[src/verilog/ast_pkg.sv]
package ast_pkg;
	// ----------------------------------------------------------------
	// register map and fields
	// ----------------------------------------------------------------
	localparam int ADDR_W = 3;
	localparam int DATA_W = 8;
	localparam logic [2:0] REG_STATUS = 3'h0;
	localparam logic [2:0] REG_DATA = 3'h1;
	localparam logic [2:0] REG_CTRL1 = 3'h2;
	localparam logic [2:0] REG_CTRL2 = 3'h3;
	localparam logic [2:0] REG_TXDIV_LO = 3'h4;
	localparam logic [2:0] REG_TXDIV_HI = 3'h5;
	localparam logic [2:0] REG_RXDIV_LO = 3'h6;
	localparam logic [2:0] REG_RXDIV_HI = 3'h7;
	localparam int ST_TX_BUF_EMPTY_FLAG = 7;
	localparam int ST_TC = 6;
	localparam int ST_LINE = 0;
	localparam int CR1_T8 = 6;
	localparam int CR1_M = 4;
	localparam int CR2_TIE = 7;
	localparam int CR2_TX_COMPLETE_IRQ_EN = 6;
	localparam int CR2_TE = 3;
	localparam int CR2_RE = 2;
	localparam int CR2_SBK = 0;
	localparam logic [7:0] CR1_RESET = 8'h00;
	localparam logic [7:0] CR2_RESET = 8'h00;
	// ----------------------------------------------------------------
	// frame format and timing
	// ----------------------------------------------------------------
	localparam int FRAME_W = 11;
	localparam int LEN_W = 4;
	localparam logic [3:0] LEN_W8 = 4'hA;
	localparam logic [3:0] LEN_W9 = 4'hB;
	localparam logic [3:0] LEN_MARK = 4'h1;
	localparam int DIV_W = 16;
	localparam int CLK_HZ = 125_000_000;
	localparam int DEF_BAUD = 9600;
	localparam logic [15:0] DIV_RESET = 16'(CLK_HZ / DEF_BAUD);
	typedef enum logic [2:0] {
		KIND_NONE,
		KIND_IDLE,
		KIND_BREAK,
		KIND_MARK,
		KIND_DATA
	} ast_kind_t;
endpackage : ast_pkg

[src/verilog/ast_shift_if.sv]
interface ast_shift_if;
	import ast_pkg::*;
	logic load;
	logic [FRAME_W-1:0] frame;
	logic [LEN_W-1:0] len;
	logic tick;
	logic busy;
	logic last;
	logic bit_out;
	modport ctl(output load, frame, len, tick, input busy, last, bit_out);
	modport eng(input load, frame, len, tick, output busy, last, bit_out);
endinterface : ast_shift_if

[src/verilog/ast_baud.sv]
module ast_baud #(
	parameter int DW = ast_pkg::DIV_W
) (
	input wire logic core_clk,
	input wire logic sys_rst,
	input wire logic en,
	input wire logic restart,
	input wire logic [DW-1:0] div,
	output logic tick
);
	import ast_pkg::*;
	logic [DW-1:0] cnt_q;
	wire [DW-1:0] div_m1 = (div == '0) ? '0 : div - DW'(1);
	wire wrap = cnt_q >= div_m1;

	if (DW < 2) begin : g_chk
		$error("ast_baud: divisor width too small");
	end

	// counter restarts with each frame so the first bit is a full period
	always_ff @(posedge core_clk or posedge sys_rst) begin
		if (sys_rst) begin
			cnt_q <= '0;
		end else begin
			cnt_q <= (restart || !en || wrap) ? '0 : cnt_q + DW'(1);
		end
	end
	// tick decoded from the count, not registered: a registered tick would
	// stretch every first bit by one cycle; restart is left out to avoid a loop
	// through the load path, the shifter ignores a tick in its load cycle anyway
	assign tick = en && wrap;
endmodule : ast_baud

[src/verilog/ast_shift.sv]
module ast_shift (
	input wire logic core_clk,
	input wire logic sys_rst,
	ast_shift_if.eng sif
);
	import ast_pkg::*;
	logic [FRAME_W-1:0] sh_q;
	logic [LEN_W-1:0] cnt_q;
	logic busy_q;

	// ----------------------------------------------------------------
	// bit shifter
	// ----------------------------------------------------------------
	assign sif.last = busy_q && sif.tick && (cnt_q == LEN_W'(1));
	assign sif.busy = busy_q;
	assign sif.bit_out = sh_q[0];

	// a load wins over the last tick so frames follow with no gap
	always_ff @(posedge core_clk or posedge sys_rst) begin
		if (sys_rst) begin
			sh_q <= '1;
			cnt_q <= '0;
			busy_q <= 1'b0;
		end else if (sif.load) begin
			sh_q <= sif.frame;
			cnt_q <= sif.len;
			busy_q <= 1'b1;
		end else if (busy_q && sif.tick) begin
			sh_q <= {1'b1, sh_q[FRAME_W-1:1]};
			cnt_q <= cnt_q - LEN_W'(1);
			busy_q <= cnt_q != LEN_W'(1);
		end
	end
endmodule : ast_shift

[src/verilog/ast_top.sv]
// Operation
// Enabled and not sending, the transmit pin stays high.
// Both directions disabled, the transmit pin is released to the port.
// Frame: start bit, 8 or 9 data bits LSB first, stop bit.
// Start bit drives the transmit pin low.
// Stop bit drives the transmit pin high.
// Idle character is a whole frame of ones.
// Break is zero frames, then one extra high bit.
// Transmit and receive each have their own baud generator.
// Word length bit picks 8 or 9 bits; ninth bit from ctrl.
// Data shifts out LSB first through a buffer then shift register.
// Setting transmit enable takes the pin and sends an idle frame first.
// Buffer-empty clears only on status read then data write.
// Buffer-empty sets when the buffer moves into the shift register.
// Buffer-empty interrupts when enabled and the CPU mask is clear.
// Write during a frame waits in the buffer until frame end.
// Write while idle loads the shifter at once and sets buffer-empty.
// After a stop bit, complete flag sets and may interrupt; here only after a data frame's stop bit.
// Complete flag clears by the same read then write sequence.
// Break frames repeat while break bit stays set, then one high bit.
// Enable cleared then set mid frame queues an idle frame after it.
// One bit goes out per transmit baud period.
//
// Our own choices: the address-and-strobe port and the register addresses.
module ast_top (
	input wire logic core_clk,
	input wire logic sys_rst,
	input wire logic [ast_pkg::ADDR_W-1:0] reg_addr,
	input wire logic [ast_pkg::DATA_W-1:0] reg_wdata,
	input wire logic reg_wr,
	input wire logic reg_rd,
	output logic [ast_pkg::DATA_W-1:0] reg_rdata,
	input wire logic cpu_irq_mask,
	input wire logic rx_in_pin,
	output logic tx_out,
	output logic tx_oe,
	output logic irq
);
	import ast_pkg::*;

	ast_shift_if sif();

	logic [7:0] ctrl1_q;
	logic [7:0] ctrl2_q;
	logic [DIV_W-1:0] txdiv_q;
	logic [DIV_W-1:0] rxdiv_q;
	logic [7:0] buf_q;
	logic buf_full_q;
	logic tx_buf_empty_flag_q;
	logic tc_q;
	logic armed_q;
	logic idle_pend_q;
	logic brk_tail_q;
	logic te_prev_q;
	logic line_q;
	ast_kind_t kind_q;
	logic tx_out_q;
	logic tx_oe_q;
	logic irq_q;
	logic [7:0] rdata_q;
	logic rx_tick;

	// ----------------------------------------------------------------
	// register decode
	// ----------------------------------------------------------------
	wire sel_status = reg_addr == REG_STATUS;
	wire sel_data = reg_addr == REG_DATA;
	wire wr_data = reg_wr && sel_data;
	wire rd_status = reg_rd && sel_status;
	wire te = ctrl2_q[CR2_TE];
	wire re = ctrl2_q[CR2_RE];
	wire send_break_bit = ctrl2_q[CR2_SBK];
	wire word9 = ctrl1_q[CR1_M];
	wire [7:0] status_val = {tx_buf_empty_flag_q, tc_q, 5'h00, line_q};
	logic [7:0] rd_val;
	always_comb begin
		if (sel_status) begin
			rd_val = status_val;
		end else if (sel_data) begin
			rd_val = buf_q;
		end else if (reg_addr == REG_CTRL1) begin
			rd_val = ctrl1_q;
		end else if (reg_addr == REG_CTRL2) begin
			rd_val = ctrl2_q;
		end else if (reg_addr == REG_TXDIV_LO) begin
			rd_val = txdiv_q[7:0];
		end else if (reg_addr == REG_TXDIV_HI) begin
			rd_val = txdiv_q[15:8];
		end else if (reg_addr == REG_RXDIV_LO) begin
			rd_val = rxdiv_q[7:0];
		end else begin
			rd_val = rxdiv_q[15:8];
		end
	end

	// ----------------------------------------------------------------
	// frame selection
	// ----------------------------------------------------------------
	// priority: queued idle, break, tail mark, buffered word, direct write
	wire eng_free = !sif.busy || sif.last;
	wire want_idle = te && idle_pend_q;
	wire want_brk = te && !idle_pend_q && send_break_bit;
	wire want_mark = te && !idle_pend_q && !send_break_bit && brk_tail_q;
	wire want_buf = te && !idle_pend_q && !send_break_bit && !brk_tail_q && buf_full_q;
	wire want_dir = te && !idle_pend_q && !send_break_bit && !brk_tail_q && !buf_full_q && wr_data;
	wire do_load = eng_free && (want_idle || want_brk || want_mark || want_buf || want_dir);
	wire ld_dir = eng_free && want_dir;
	wire ld_data = eng_free && (want_buf || want_dir);
	wire [7:0] word = want_buf ? buf_q : reg_wdata;
	wire ninth = word9 ? ctrl1_q[CR1_T8] : 1'b1;
	wire [FRAME_W-1:0] data_frame = {1'b1, ninth, word, 1'b0};
	wire [LEN_W-1:0] frame_len = word9 ? LEN_W9 : LEN_W8;
	wire clr_seq = wr_data && armed_q;

	assign sif.load = do_load;
	assign sif.frame = want_idle ? '1 : (want_brk ? '0 : (want_mark ? '1 : data_frame));
	assign sif.len = want_mark ? LEN_MARK : frame_len;

	// ----------------------------------------------------------------
	// baud generators and shifter
	// ----------------------------------------------------------------
	// separate dividers so each direction runs at its own rate
	ast_baud #(.DW(DIV_W)) u_tx_baud (
		.core_clk(core_clk),
		.sys_rst(sys_rst),
		.en(sif.busy),
		.restart(do_load),
		.div(txdiv_q),
		.tick(sif.tick)
	);
	ast_baud #(.DW(DIV_W)) u_rx_baud (
		.core_clk(core_clk),
		.sys_rst(sys_rst),
		.en(re),
		.restart(1'b0),
		.div(rxdiv_q),
		.tick(rx_tick)
	);
	ast_shift u_shift (
		.core_clk(core_clk),
		.sys_rst(sys_rst),
		.sif(sif.eng)
	);

	// ----------------------------------------------------------------
	// software registers
	// ----------------------------------------------------------------
	always_ff @(posedge core_clk or posedge sys_rst) begin
		if (sys_rst) begin
			ctrl1_q <= CR1_RESET;
			ctrl2_q <= CR2_RESET;
			txdiv_q <= DIV_RESET;
			rxdiv_q <= DIV_RESET;
			rdata_q <= 8'h00;
		end else begin
			if (reg_wr && reg_addr == REG_CTRL1) ctrl1_q <= reg_wdata;
			if (reg_wr && reg_addr == REG_CTRL2) ctrl2_q <= reg_wdata;
			if (reg_wr && reg_addr == REG_TXDIV_LO) txdiv_q[7:0] <= reg_wdata;
			if (reg_wr && reg_addr == REG_TXDIV_HI) txdiv_q[15:8] <= reg_wdata;
			if (reg_wr && reg_addr == REG_RXDIV_LO) rxdiv_q[7:0] <= reg_wdata;
			if (reg_wr && reg_addr == REG_RXDIV_HI) rxdiv_q[15:8] <= reg_wdata;
			rdata_q <= reg_rd ? rd_val : 8'h00;
		end
	end

	// transmit buffer; dropping the enable discards a waiting word
	always_ff @(posedge core_clk or posedge sys_rst) begin
		if (sys_rst) begin
			buf_q <= 8'h00;
			buf_full_q <= 1'b0;
		end else begin
			if (wr_data && !ld_dir) buf_q <= reg_wdata;
			if (!te) buf_full_q <= 1'b0;
			else if (wr_data && !ld_dir) buf_full_q <= 1'b1;
			else if (eng_free && want_buf) buf_full_q <= 1'b0;
		end
	end

	// ----------------------------------------------------------------
	// flags and sequencing
	// ----------------------------------------------------------------
	// a hardware set in the clearing cycle wins over the clear
	wire tc_set = sif.last && kind_q == KIND_DATA;
	always_ff @(posedge core_clk or posedge sys_rst) begin
		if (sys_rst) begin
			tx_buf_empty_flag_q <= 1'b1;
			tc_q <= 1'b1;
			armed_q <= 1'b0;
		end else begin
			tx_buf_empty_flag_q <= ld_data || !te || (tx_buf_empty_flag_q && !clr_seq);
			tc_q <= tc_set || (tc_q && !clr_seq);
			armed_q <= rd_status || (armed_q && !wr_data);
		end
	end

	always_ff @(posedge core_clk or posedge sys_rst) begin
		if (sys_rst) begin
			idle_pend_q <= 1'b0;
			brk_tail_q <= 1'b0;
			te_prev_q <= 1'b0;
			kind_q <= KIND_NONE;
		end else begin
			te_prev_q <= te;
			idle_pend_q <= (te && !te_prev_q) || (idle_pend_q && !(eng_free && want_idle));
			if (eng_free && want_brk) brk_tail_q <= 1'b1;
			else if (eng_free && want_mark) brk_tail_q <= 1'b0;
			if (do_load) begin
				kind_q <= want_idle ? KIND_IDLE : (want_brk ? KIND_BREAK :
					(want_mark ? KIND_MARK : KIND_DATA));
			end else if (sif.last) begin
				kind_q <= KIND_NONE;
			end
		end
	end

	// ----------------------------------------------------------------
	// pins and interrupt
	// ----------------------------------------------------------------
	always_ff @(posedge core_clk or posedge sys_rst) begin
		if (sys_rst) begin
			tx_out_q <= 1'b1;
			tx_oe_q <= 1'b0;
			irq_q <= 1'b0;
			line_q <= 1'b1;
		end else begin
			tx_out_q <= sif.busy ? sif.bit_out : 1'b1;
			tx_oe_q <= te || re;
			irq_q <= !cpu_irq_mask && ((tx_buf_empty_flag_q && ctrl2_q[CR2_TIE]) ||
				(tc_q && ctrl2_q[CR2_TX_COMPLETE_IRQ_EN]));
			if (rx_tick) line_q <= rx_in_pin;
		end
	end

	assign tx_out = tx_out_q;
	assign tx_oe = tx_oe_q;
	assign irq = irq_q;
	assign reg_rdata = rdata_q;
endmodule : ast_top

[config.mk]
export PLATFORM = sky130hd
export DESIGN_NAME = ast_top
export DESIGN_NICKNAME = d
export VERILOG_FILES = /design/src/verilog/ast_pkg.sv /design/src/verilog/ast_shift_if.sv /design/src/verilog/ast_baud.sv /design/src/verilog/ast_shift.sv /design/src/verilog/ast_top.sv
export SDC_FILE = /design/constraint.sdc
export NUM_CORES = 1
export LEC_CHECK = 0
export BUFFER_PORTS_ARGS = -buffer_cell sky130_fd_sc_hd__buf_2
export CELL_PAD_IN_SITES_DETAIL_PLACEMENT = 0
export CELL_PAD_IN_SITES_GLOBAL_PLACEMENT = 1
export CORE_ASPECT_RATIO = 0.5
export CORE_UTILIZATION = 45
export DETAILED_ROUTE_END_ITERATION = 10
export PLACE_DENSITY = 0.75
export SYNTH_ARGS = -nofsm -noshare
export SYNTH_HDL_FRONTEND = slang
export SYNTH_SLANG_ARGS = --single-unit
[constraint.sdc]
create_clock -name core_clk -period 3.8 [get_ports core_clk]
set_clock_uncertainty 0.1 [all_clocks]
set_input_delay 0.38 -clock core_clk [delete_from_list [all_inputs] [get_ports core_clk]]
set_output_delay 0.38 -clock core_clk [all_outputs]
set_load 0.02 [all_outputs]
==> results of run 1 <==
==> registers in the layout, indices dropped and copies added (netlist names), 3 cells and up <==
| register | count |
|---|---|
| rxdiv_q | 16 |
| txdiv_q | 16 |
| u_rx_baud.cnt_q | 16 |
| u_tx_baud.cnt_q | 16 |
| u_shift.sh_q | 11 |
| buf_q | 8 |
| ctrl1_q | 8 |
| ctrl2_q | 8 |
| reg_rdata | 8 |
| u_shift.cnt_q | 4 |
| kind_q | 3 |
==> power breakdown <==
group | leakage [uW] | internal (uW) | switching, uW
Combinational | 0.00215 | 534 | 592
Clock | 0.000332 | 1300 | 635
Sequential | 0.00150 | 1590 | 271
==> cells in the mapped netlist (all sizes together), types with 6 or more instances <==
| library cell | n | area (um2) |
|---|---|---|
| buf | 13 | 83.8 |
| dfstp | 31 | 815 |
| a31o | 9 | 78.8 |
| o22ai | 8 | 50.1 |
| mux2i | 7 | 70.1 |
| nor3 | 14 | 70.1 |
| nor4 | 10 | 103 |
| mux2 | 57 | 642 |
| nor2 | 60 | 225 |
| and3 | 14 | 92.6 |
| a22o | 8 | 70.1 |
| and2 | 8 | 52.6 |
| a21oi | 34 | 170 |
| clkbuf | 14 | 52.6 |
| xnor2 | 19 | 166 |
| o21ai | 22 | 110 |
| nor2b | 9 | 56.3 |
| nand2b | 8 | 57.6 |
| or3 | 6 | 37.5 |
| xor2 | 26 | 228 |
| dfrtp | 95 | 2380 |
| inv | 32 | 120 |
| nand3 | 21 | 128 |
| nor3b | 7 | 52.6 |
| a22oi | 8 | 60.1 |
| a222oi | 11 | 110 |
| ha | 39 | 488 |
| nand2 | 103 | 387 |
==> layer usage <==
metal,track usage,up-vias
li1,-,2756
met1,0.324,2803
met2,0.338,87
met3,0.0510,22
met4,0.0604,0
met5,0,-
==> through the flow <==
stage / power [uW] / setup slack [ps] / cells / instance area, um2
floorplan: 2610 / 15.4 / 746 / 7480
global placement: 2920 / 143 / 983 / 7890
CTS: 4930 / 59.5 / 1015 / 8590
detailed placement: 2960 / 93.9 / 983 / 7890
finish: 4920 / 252 / 1018 / 8690
global route: 5200 / -7.43 / 1018 / 8690
==> repair_timing <==
item	CTS	global route
endpoints found under the setup margin	0	48
gates resized for setup	0	15
buffers inserted	0	2
==> worst reg2reg max path: cells and delay by family (launching register included) <==
kind | cells | cell delay [ps]
fa+ha+maj | 1 | 280
compound gates | 2 | 470
mux | 2 | 640
buf+inv | 1 | 150
simple gates | 7 | 1380
flops | 1 | 400
==> cell families (layout without fill, tap and decap cells) <==
| family | after synthesis | count (layout) |
|---|---|---|
| multiplexers | 66 | 66 |
| XOR/XNOR | 45 | 45 |
| buffers and inverters | 59 | 109 |
| AND/OR/NAND/NOR | 278 | 278 |
| AO/OA/AOI/OAI | 133 | 134 |
| adder cells (fa/ha/maj) | 39 | 39 |
| flip-flops | 126 | 126 |
==> worst max path at each step <==
stage	slack, ps	endpoint	from	cells past startpoint
global placement	140	buf_q[3]$_DFFE_PP0P_	txdiv_q[4]$_DFFE_PP1P_	13
detailed placement	90	buf_q[1]$_DFFE_PP0P_	txdiv_q[4]$_DFFE_PP1P_	13
CTS	60	buf_q[1]$_DFFE_PP0P_	txdiv_q[4]$_DFFE_PP1P_	13
global route	-7	u_rx_baud.cnt_q[14]$_DFF_PP0_	rxdiv_q[1]$_DFFE_PP0P_	13
finish	250	buf_q[1]$_DFFE_PP0P_	txdiv_q[4]$_DFFE_PP1P_	13
floorplan	20	armed_q$_DFF_PP0_	sys_rst	1
==> area by class of cell <==
cell class | count | area, um2
fillers | 1405 | 7130
multi-input cells | 562 | 4120
flip-flops and latches | 126 | 3190
clock buffers | 19 | 433
repair buffers | 45 | 283
well taps | 221 | 277
clock inverters | 13 | 262
inverters | 32 | 123
==> key figures, run 1 <==
Status
  – Outcome: finished with violations
  – Failing checks: negative hold slack

Yosys
  – Mux contribution to synthesized area: 0.101
  – Simple-gate share of the synthesized area: 0.190
  – Mapped Cells: 746
  – Post-synth EDFFs: 0
  – Syn. warnings: 0
  – Post-synthesis compound-gate area fraction: 0.130
  – Adder-cell share of the synthesized area: 0.0652
  – Post-synthesis async set-or-reset flop share: 1.00
  – Mean Syn Cell Area: 10.0 um2
  – Post-synthesis register bit count: 126
  – Seq/Total Area, Yosys: 0.427
  – Netlist cell types: 72
  – Largest family of logic cells by synthesized area: simple AND/OR/NAND/NOR gates
  – Synthesized area: 7480 um2
  – Post-Syn Nets: 802
  – Synth Area in XOR/XNOR: 0.0527
  – Synth Flop Type: dfrtp_1

Routing
  – Vias per Instance: 5.57
  – Highest routed layer: met4
  – Met3 WL post-DR: 525 um
  – Drt initial violations: 413
  – Avg WL per Cell: 17.9 um
  – Metal-1 WL: 9410 um
  – DRC viols: 0
  – Vias: 5,668
  – Routed wl met2: 8110 um
  – Drt total wl: 18,300 um
  – Drt pass-1 iters: 5
  – Antenna Nets Post-Route: 0

Cells and area
  – Most frequent cells in the layout: 100 x nand2_1, 95 x dfrtp_1, 60 x nor2_1, 57 x mux2_2, 39 x ha_1
  – Layout Nets: 840
  – Area growth from synthesis to layout: 16.1%
  – Antenna diodes: 0
  – Most common cell after layout, fill and taps aside: nand2_1
  – Finished Core Util: 0.549
  – Layout cells sized above 1: 0.258

Timing
  – Setup Viol. Count Final: 0
  – Final hold vios: 14
  – Minimum clock period: 3550 ps
  – Peak Freq: 0.282 GHz
  – Setup TNS: 0 ps
  – Slew @ Worst Pin: 934 ps
  – Final Max Slew Viols: 0
  – Tcrit/Tclk final: 0.934
  – Hold_ws: -40.3 ps
  – Slew margin rel.: 0.376

Floorplanning
  – Die Width: 184 um
  – Die extent in y: 93.2 um
  – Starting Density: 0.473
  – Core Box Area: 15,800 um2
  – Site row count: 32
  – # IOs: 28
  – Die ar.: 17,200 um2

Setup path
  – Kind of end point of the critical path: flop
  – CP Max Fanout: 7
  – Worst setup SP type: flop
  – Critical-path cell list: nor4_2 -> nor3b_4 -> nand2_1 -> nor3_1 -> mux2i_1 -> ha_1 -> nand4_1 -> buf_4 -> nor3_4 -> nor4_4 -> a31oi_4 -> a21boi_4 -> mux2_2
  – Worst path arrival time: 3740 ps
  – Worst Path Class, Setup: reg2reg
  – Launching point of the worst reg2reg path: txdiv_q[4]$_DFFE_PP1P_
  – Critical-path top delay cell: dfstp_2
  – Critical path required time: 4000 ps
  – Slowest stage delay, CP: 400 ps
  – R2R depth: 13
  – Cell family with most CP delay: simple AND/OR/NAND/NOR gates
  – Worst R2R End: buf_q[1]$_DFFE_PP0P_
  – CP bufs+invs: 1
  – R2R setup slack: 250 ps

Job
  – Maxcap violations: 0

Global route
  – Vias in the first global route: 5,490
  – Largest net degree at the start of global routing: 127
  – Total grt overflow: 0
  – First-pass GRT wire length: 29,200 um
  – Total GRT Usage: 0.225
  – Antenna violations before repair: 0

Clock tree
  – Clk sinks: 126
  – CTS tree: yes
  – CTS root buffer: clkbuf_16
  – CTS Buffer Depth: 2
  – Worst-Skew Late Latency: 420 ps
  – CTS Buf Count: 17
  – CTS Hold Buffers Added: 0
  – Worst-path clk slew: 60 ps
  – CTS H-tree depth: 4

Hold path
  – Tightest Hold Check Type: in2async

Placed design
  – Routability cong.: 0.811
  – DP HPWL: 12,600 um
  – # port buffers: 27

Pwr
  – Power Dens Cells: 567 nW/um2
  – Leak pwr: 0.00399 uW
  – VDD IR max: 0.333 mV
Power figures use the tool's default switching activity.
==> run 2, diff against run 1 <==
--- a/config.mk
+++ b/config.mk
@@ -10,6 +10,7 @@
 export CELL_PAD_IN_SITES_GLOBAL_PLACEMENT = 1
 export CORE_ASPECT_RATIO = 0.5
 export CORE_UTILIZATION = 45
+export CTS_BUF_LIST = sky130_fd_sc_hd__clkbuf_4 sky130_fd_sc_hd__clkbuf_8 sky130_fd_sc_hd__clkbuf_16
 export DETAILED_ROUTE_END_ITERATION = 10
 export PLACE_DENSITY = 0.75
 export SYNTH_ARGS = -nofsm -noshare
==> run 2 against run 1 <==
  * The run still ends with negative hold slack left
  * Sequential power barely moved
  * Global-route usage hardly changed
  * Total power grew 0.30%
  * Core utilization barely moved
  * Sequential share of layout area about the same
  * Critical endpoint is now buf_q[5]$_DFFE_PP0P_
  * Highest routed layer unchanged
==> key figures, run 2 (synthesis results as in run 1) <==
Status
  – Outcome: finished with violations
  – Failing checks: negative hold slack

Floorplanning
  – # IOs: 28
  – Starting Density: 0.473
  – Die ar.: 17,200 um2
  – Site row count: 32
  – Core Box Area: 15,800 um2
  – Die extent in y: 93.2 um
  – Die Width: 184 um

Setup path
  – Worst R2R End: buf_q[5]$_DFFE_PP0P_
  – R2R setup slack: 250 ps
  – Worst setup SP type: flop
  – Critical path required time: 4000 ps
  – CP Max Fanout: 7
  – Worst Path Class, Setup: reg2reg
  – Worst Setup EP: buf_q[5]$_DFFE_PP0P_
  – Worst path arrival time: 3760 ps
  – Stages on the worst setup path: 13
  – Kind of end point of the critical path: flop
  – CP Launch Point: txdiv_q[4]$_DFFE_PP1P_
  – CP bufs+invs: 1
  – R2R depth: 13
  – Slowest stage delay, CP: 400 ps
  – Cell family with most CP delay: simple AND/OR/NAND/NOR gates
  – Critical-path cell list: nor4_2 -> nor3b_4 -> nand2_1 -> nor3_1 -> mux2i_1 -> ha_1 -> nand4_1 -> buf_4 -> nor3_4 -> nor4_4 -> a31oi_4 -> a21boi_2 -> mux2_2
  – Critical-path top delay cell: dfstp_2
  – Launching point of the worst reg2reg path: txdiv_q[4]$_DFFE_PP1P_

Routing
  – Avg WL per Cell: 17.9 um
  – Drt initial violations: 410
  – DRC viols: 0
  – Highest routed layer: met4
  – Met3 WL post-DR: 608 um
  – Vias: 5,706
  – Vias per Instance: 5.61
  – Antenna Nets Post-Route: 0
  – Drt pass-1 iters: 5
  – Metal-1 WL: 9330 um
  – Routed wl met2: 8080 um
  – Drt total wl: 18,300 um

Cells and area
  – Most frequent cells in the layout: 100 x nand2_1, 95 x dfrtp_1, 60 x nor2_1, 57 x mux2_2, 39 x ha_1
  – Finished Core Util: 0.550
  – Antenna diodes: 0
  – Layout Nets: 840
  – Most common cell after layout, fill and taps aside: nand2_1
  – FF+latch area: 3190 um2
  – Finished Cell Area: 8700 um2
  – Layout cells sized above 1: 0.261
  – Filler cell count: 1,404
  – Area occupied by multi-input gates: 4120 um2
  – Area growth from synthesis to layout: 16.2%
  – Fin cells: 1,018

Timing
  – Final hold vios: 13
  – Peak Freq: 0.281 GHz
  – Setup TNS: 0 ps
  – Tcrit/Tclk final: 0.935
  – Setup Viol. Count Final: 0
  – Slew margin rel.: 0.378
  – Slew @ Worst Pin: 930 ps
  – Minimum clock period: 3550 ps
  – Final Max Slew Viols: 0
  – Hold_ws: -32.6 ps

Placed design
  – Routability cong.: 0.811
  – DP HPWL: 12,600 um
  – # port buffers: 27
  – Post-DP Area: 7890 um2
  – Number of instances in the placed design: 983

Pwr
  – Power Dens Cells: 568 nW/um2
  – Leak pwr: 0.00400 uW
  – VDD IR max: 0.333 mV
  – Overall Power: 4940 uW

Clock tree
  – Clk sinks: 126
  – CTS root buffer: clkbuf_16
  – CTS Buffer Depth: 2
  – CTS Buf Count: 17
  – Worst-path clk slew: 60 ps
  – CTS H-tree depth: 4
  – CTS tree: yes
  – CTS Hold Buffers Added: 0
  – Worst-Skew Late Latency: 420 ps

Global route
  – Antenna violations before repair: 0
  – Total GRT Usage: 0.225
  – Largest net degree at the start of global routing: 127
  – First-pass GRT wire length: 29,300 um
  – Vias in the first global route: 5,487
  – Total grt overflow: 0

Hold path
  – Tightest Hold Check Type: in2async

Job
  – Maxcap violations: 0
run 2: cell count changes in the layout (fill, tap and decap cells not counted):
cell and change:
clkbuf_1 -2, clkbuf_4 +2
run 2: power by group:
group	switching [uW]	internal [uW]	leakage [uW]
clock network	636	1320	0.000339
logic	592	533	0.00215
registers	270	1590	0.00150
total	1500	3440	0.00400
run 2: cell type report:
type | count | area share
clock inverter | 13 | 0.0301
timing repair buffer | 45 | 0.0325
sequential | 126 | 0.367
inverter | 32 | 0.0141
clock buffer | 19 | 0.0506
multi-input combinational | 562 | 0.474
tap | 221 | 0.0318
run 2: worst min-delay path: cells and delay by family:
kind | cells | cell delay [ps]
buf+inv | 3 | 570
run 2: per-stage QoR:
step	hold slack, ps	worst slack (ps)
global route	38.9	-7.43
detailed placement	363	93.9
global placement	358	143
CTS	57.0	59.5
finish	-32.6	247
floorplan	286	15.4
run 2: what timing repair did:
action / CTS / global route
resized for setup: 0 / 15
setup endpoints to repair: 0 / 48
setup buffers: 0 / 2
run 2: how the worst min path moves through the flow:
stage,endpoint,slack [ps],start
2_1_floorplan,te_prev_q$_DFF_PP0_,290,ctrl2_q[3]$_DFFE_PP0P_
3_3_place_gp,tc_q$_DFF_PP1_,360,tc_q$_DFF_PP1_
3_5_place_dp,tx_out$_DFF_PP1_,360,u_shift.sh_q[0]$_DFFE_PP1P_
4_1_cts,u_rx_baud.cnt_q[7]$_DFF_PP0_,60,sys_rst
5_1_grt,u_rx_baud.cnt_q[13]$_DFF_PP0_,40,sys_rst
6_report,u_rx_baud.cnt_q[13]$_DFF_PP0_,-30,sys_rst
run 2: per-layer routing:
| metal | vias up | global-route usage |
|---|---|---|
| met5 | - | 0 |
| met4 | 0 | 0.0597 |
| met3 | 24 | 0.0510 |
| met2 | 95 | 0.338 |
| met1 | 2831 | 0.325 |
| li1 | 2756 | - |
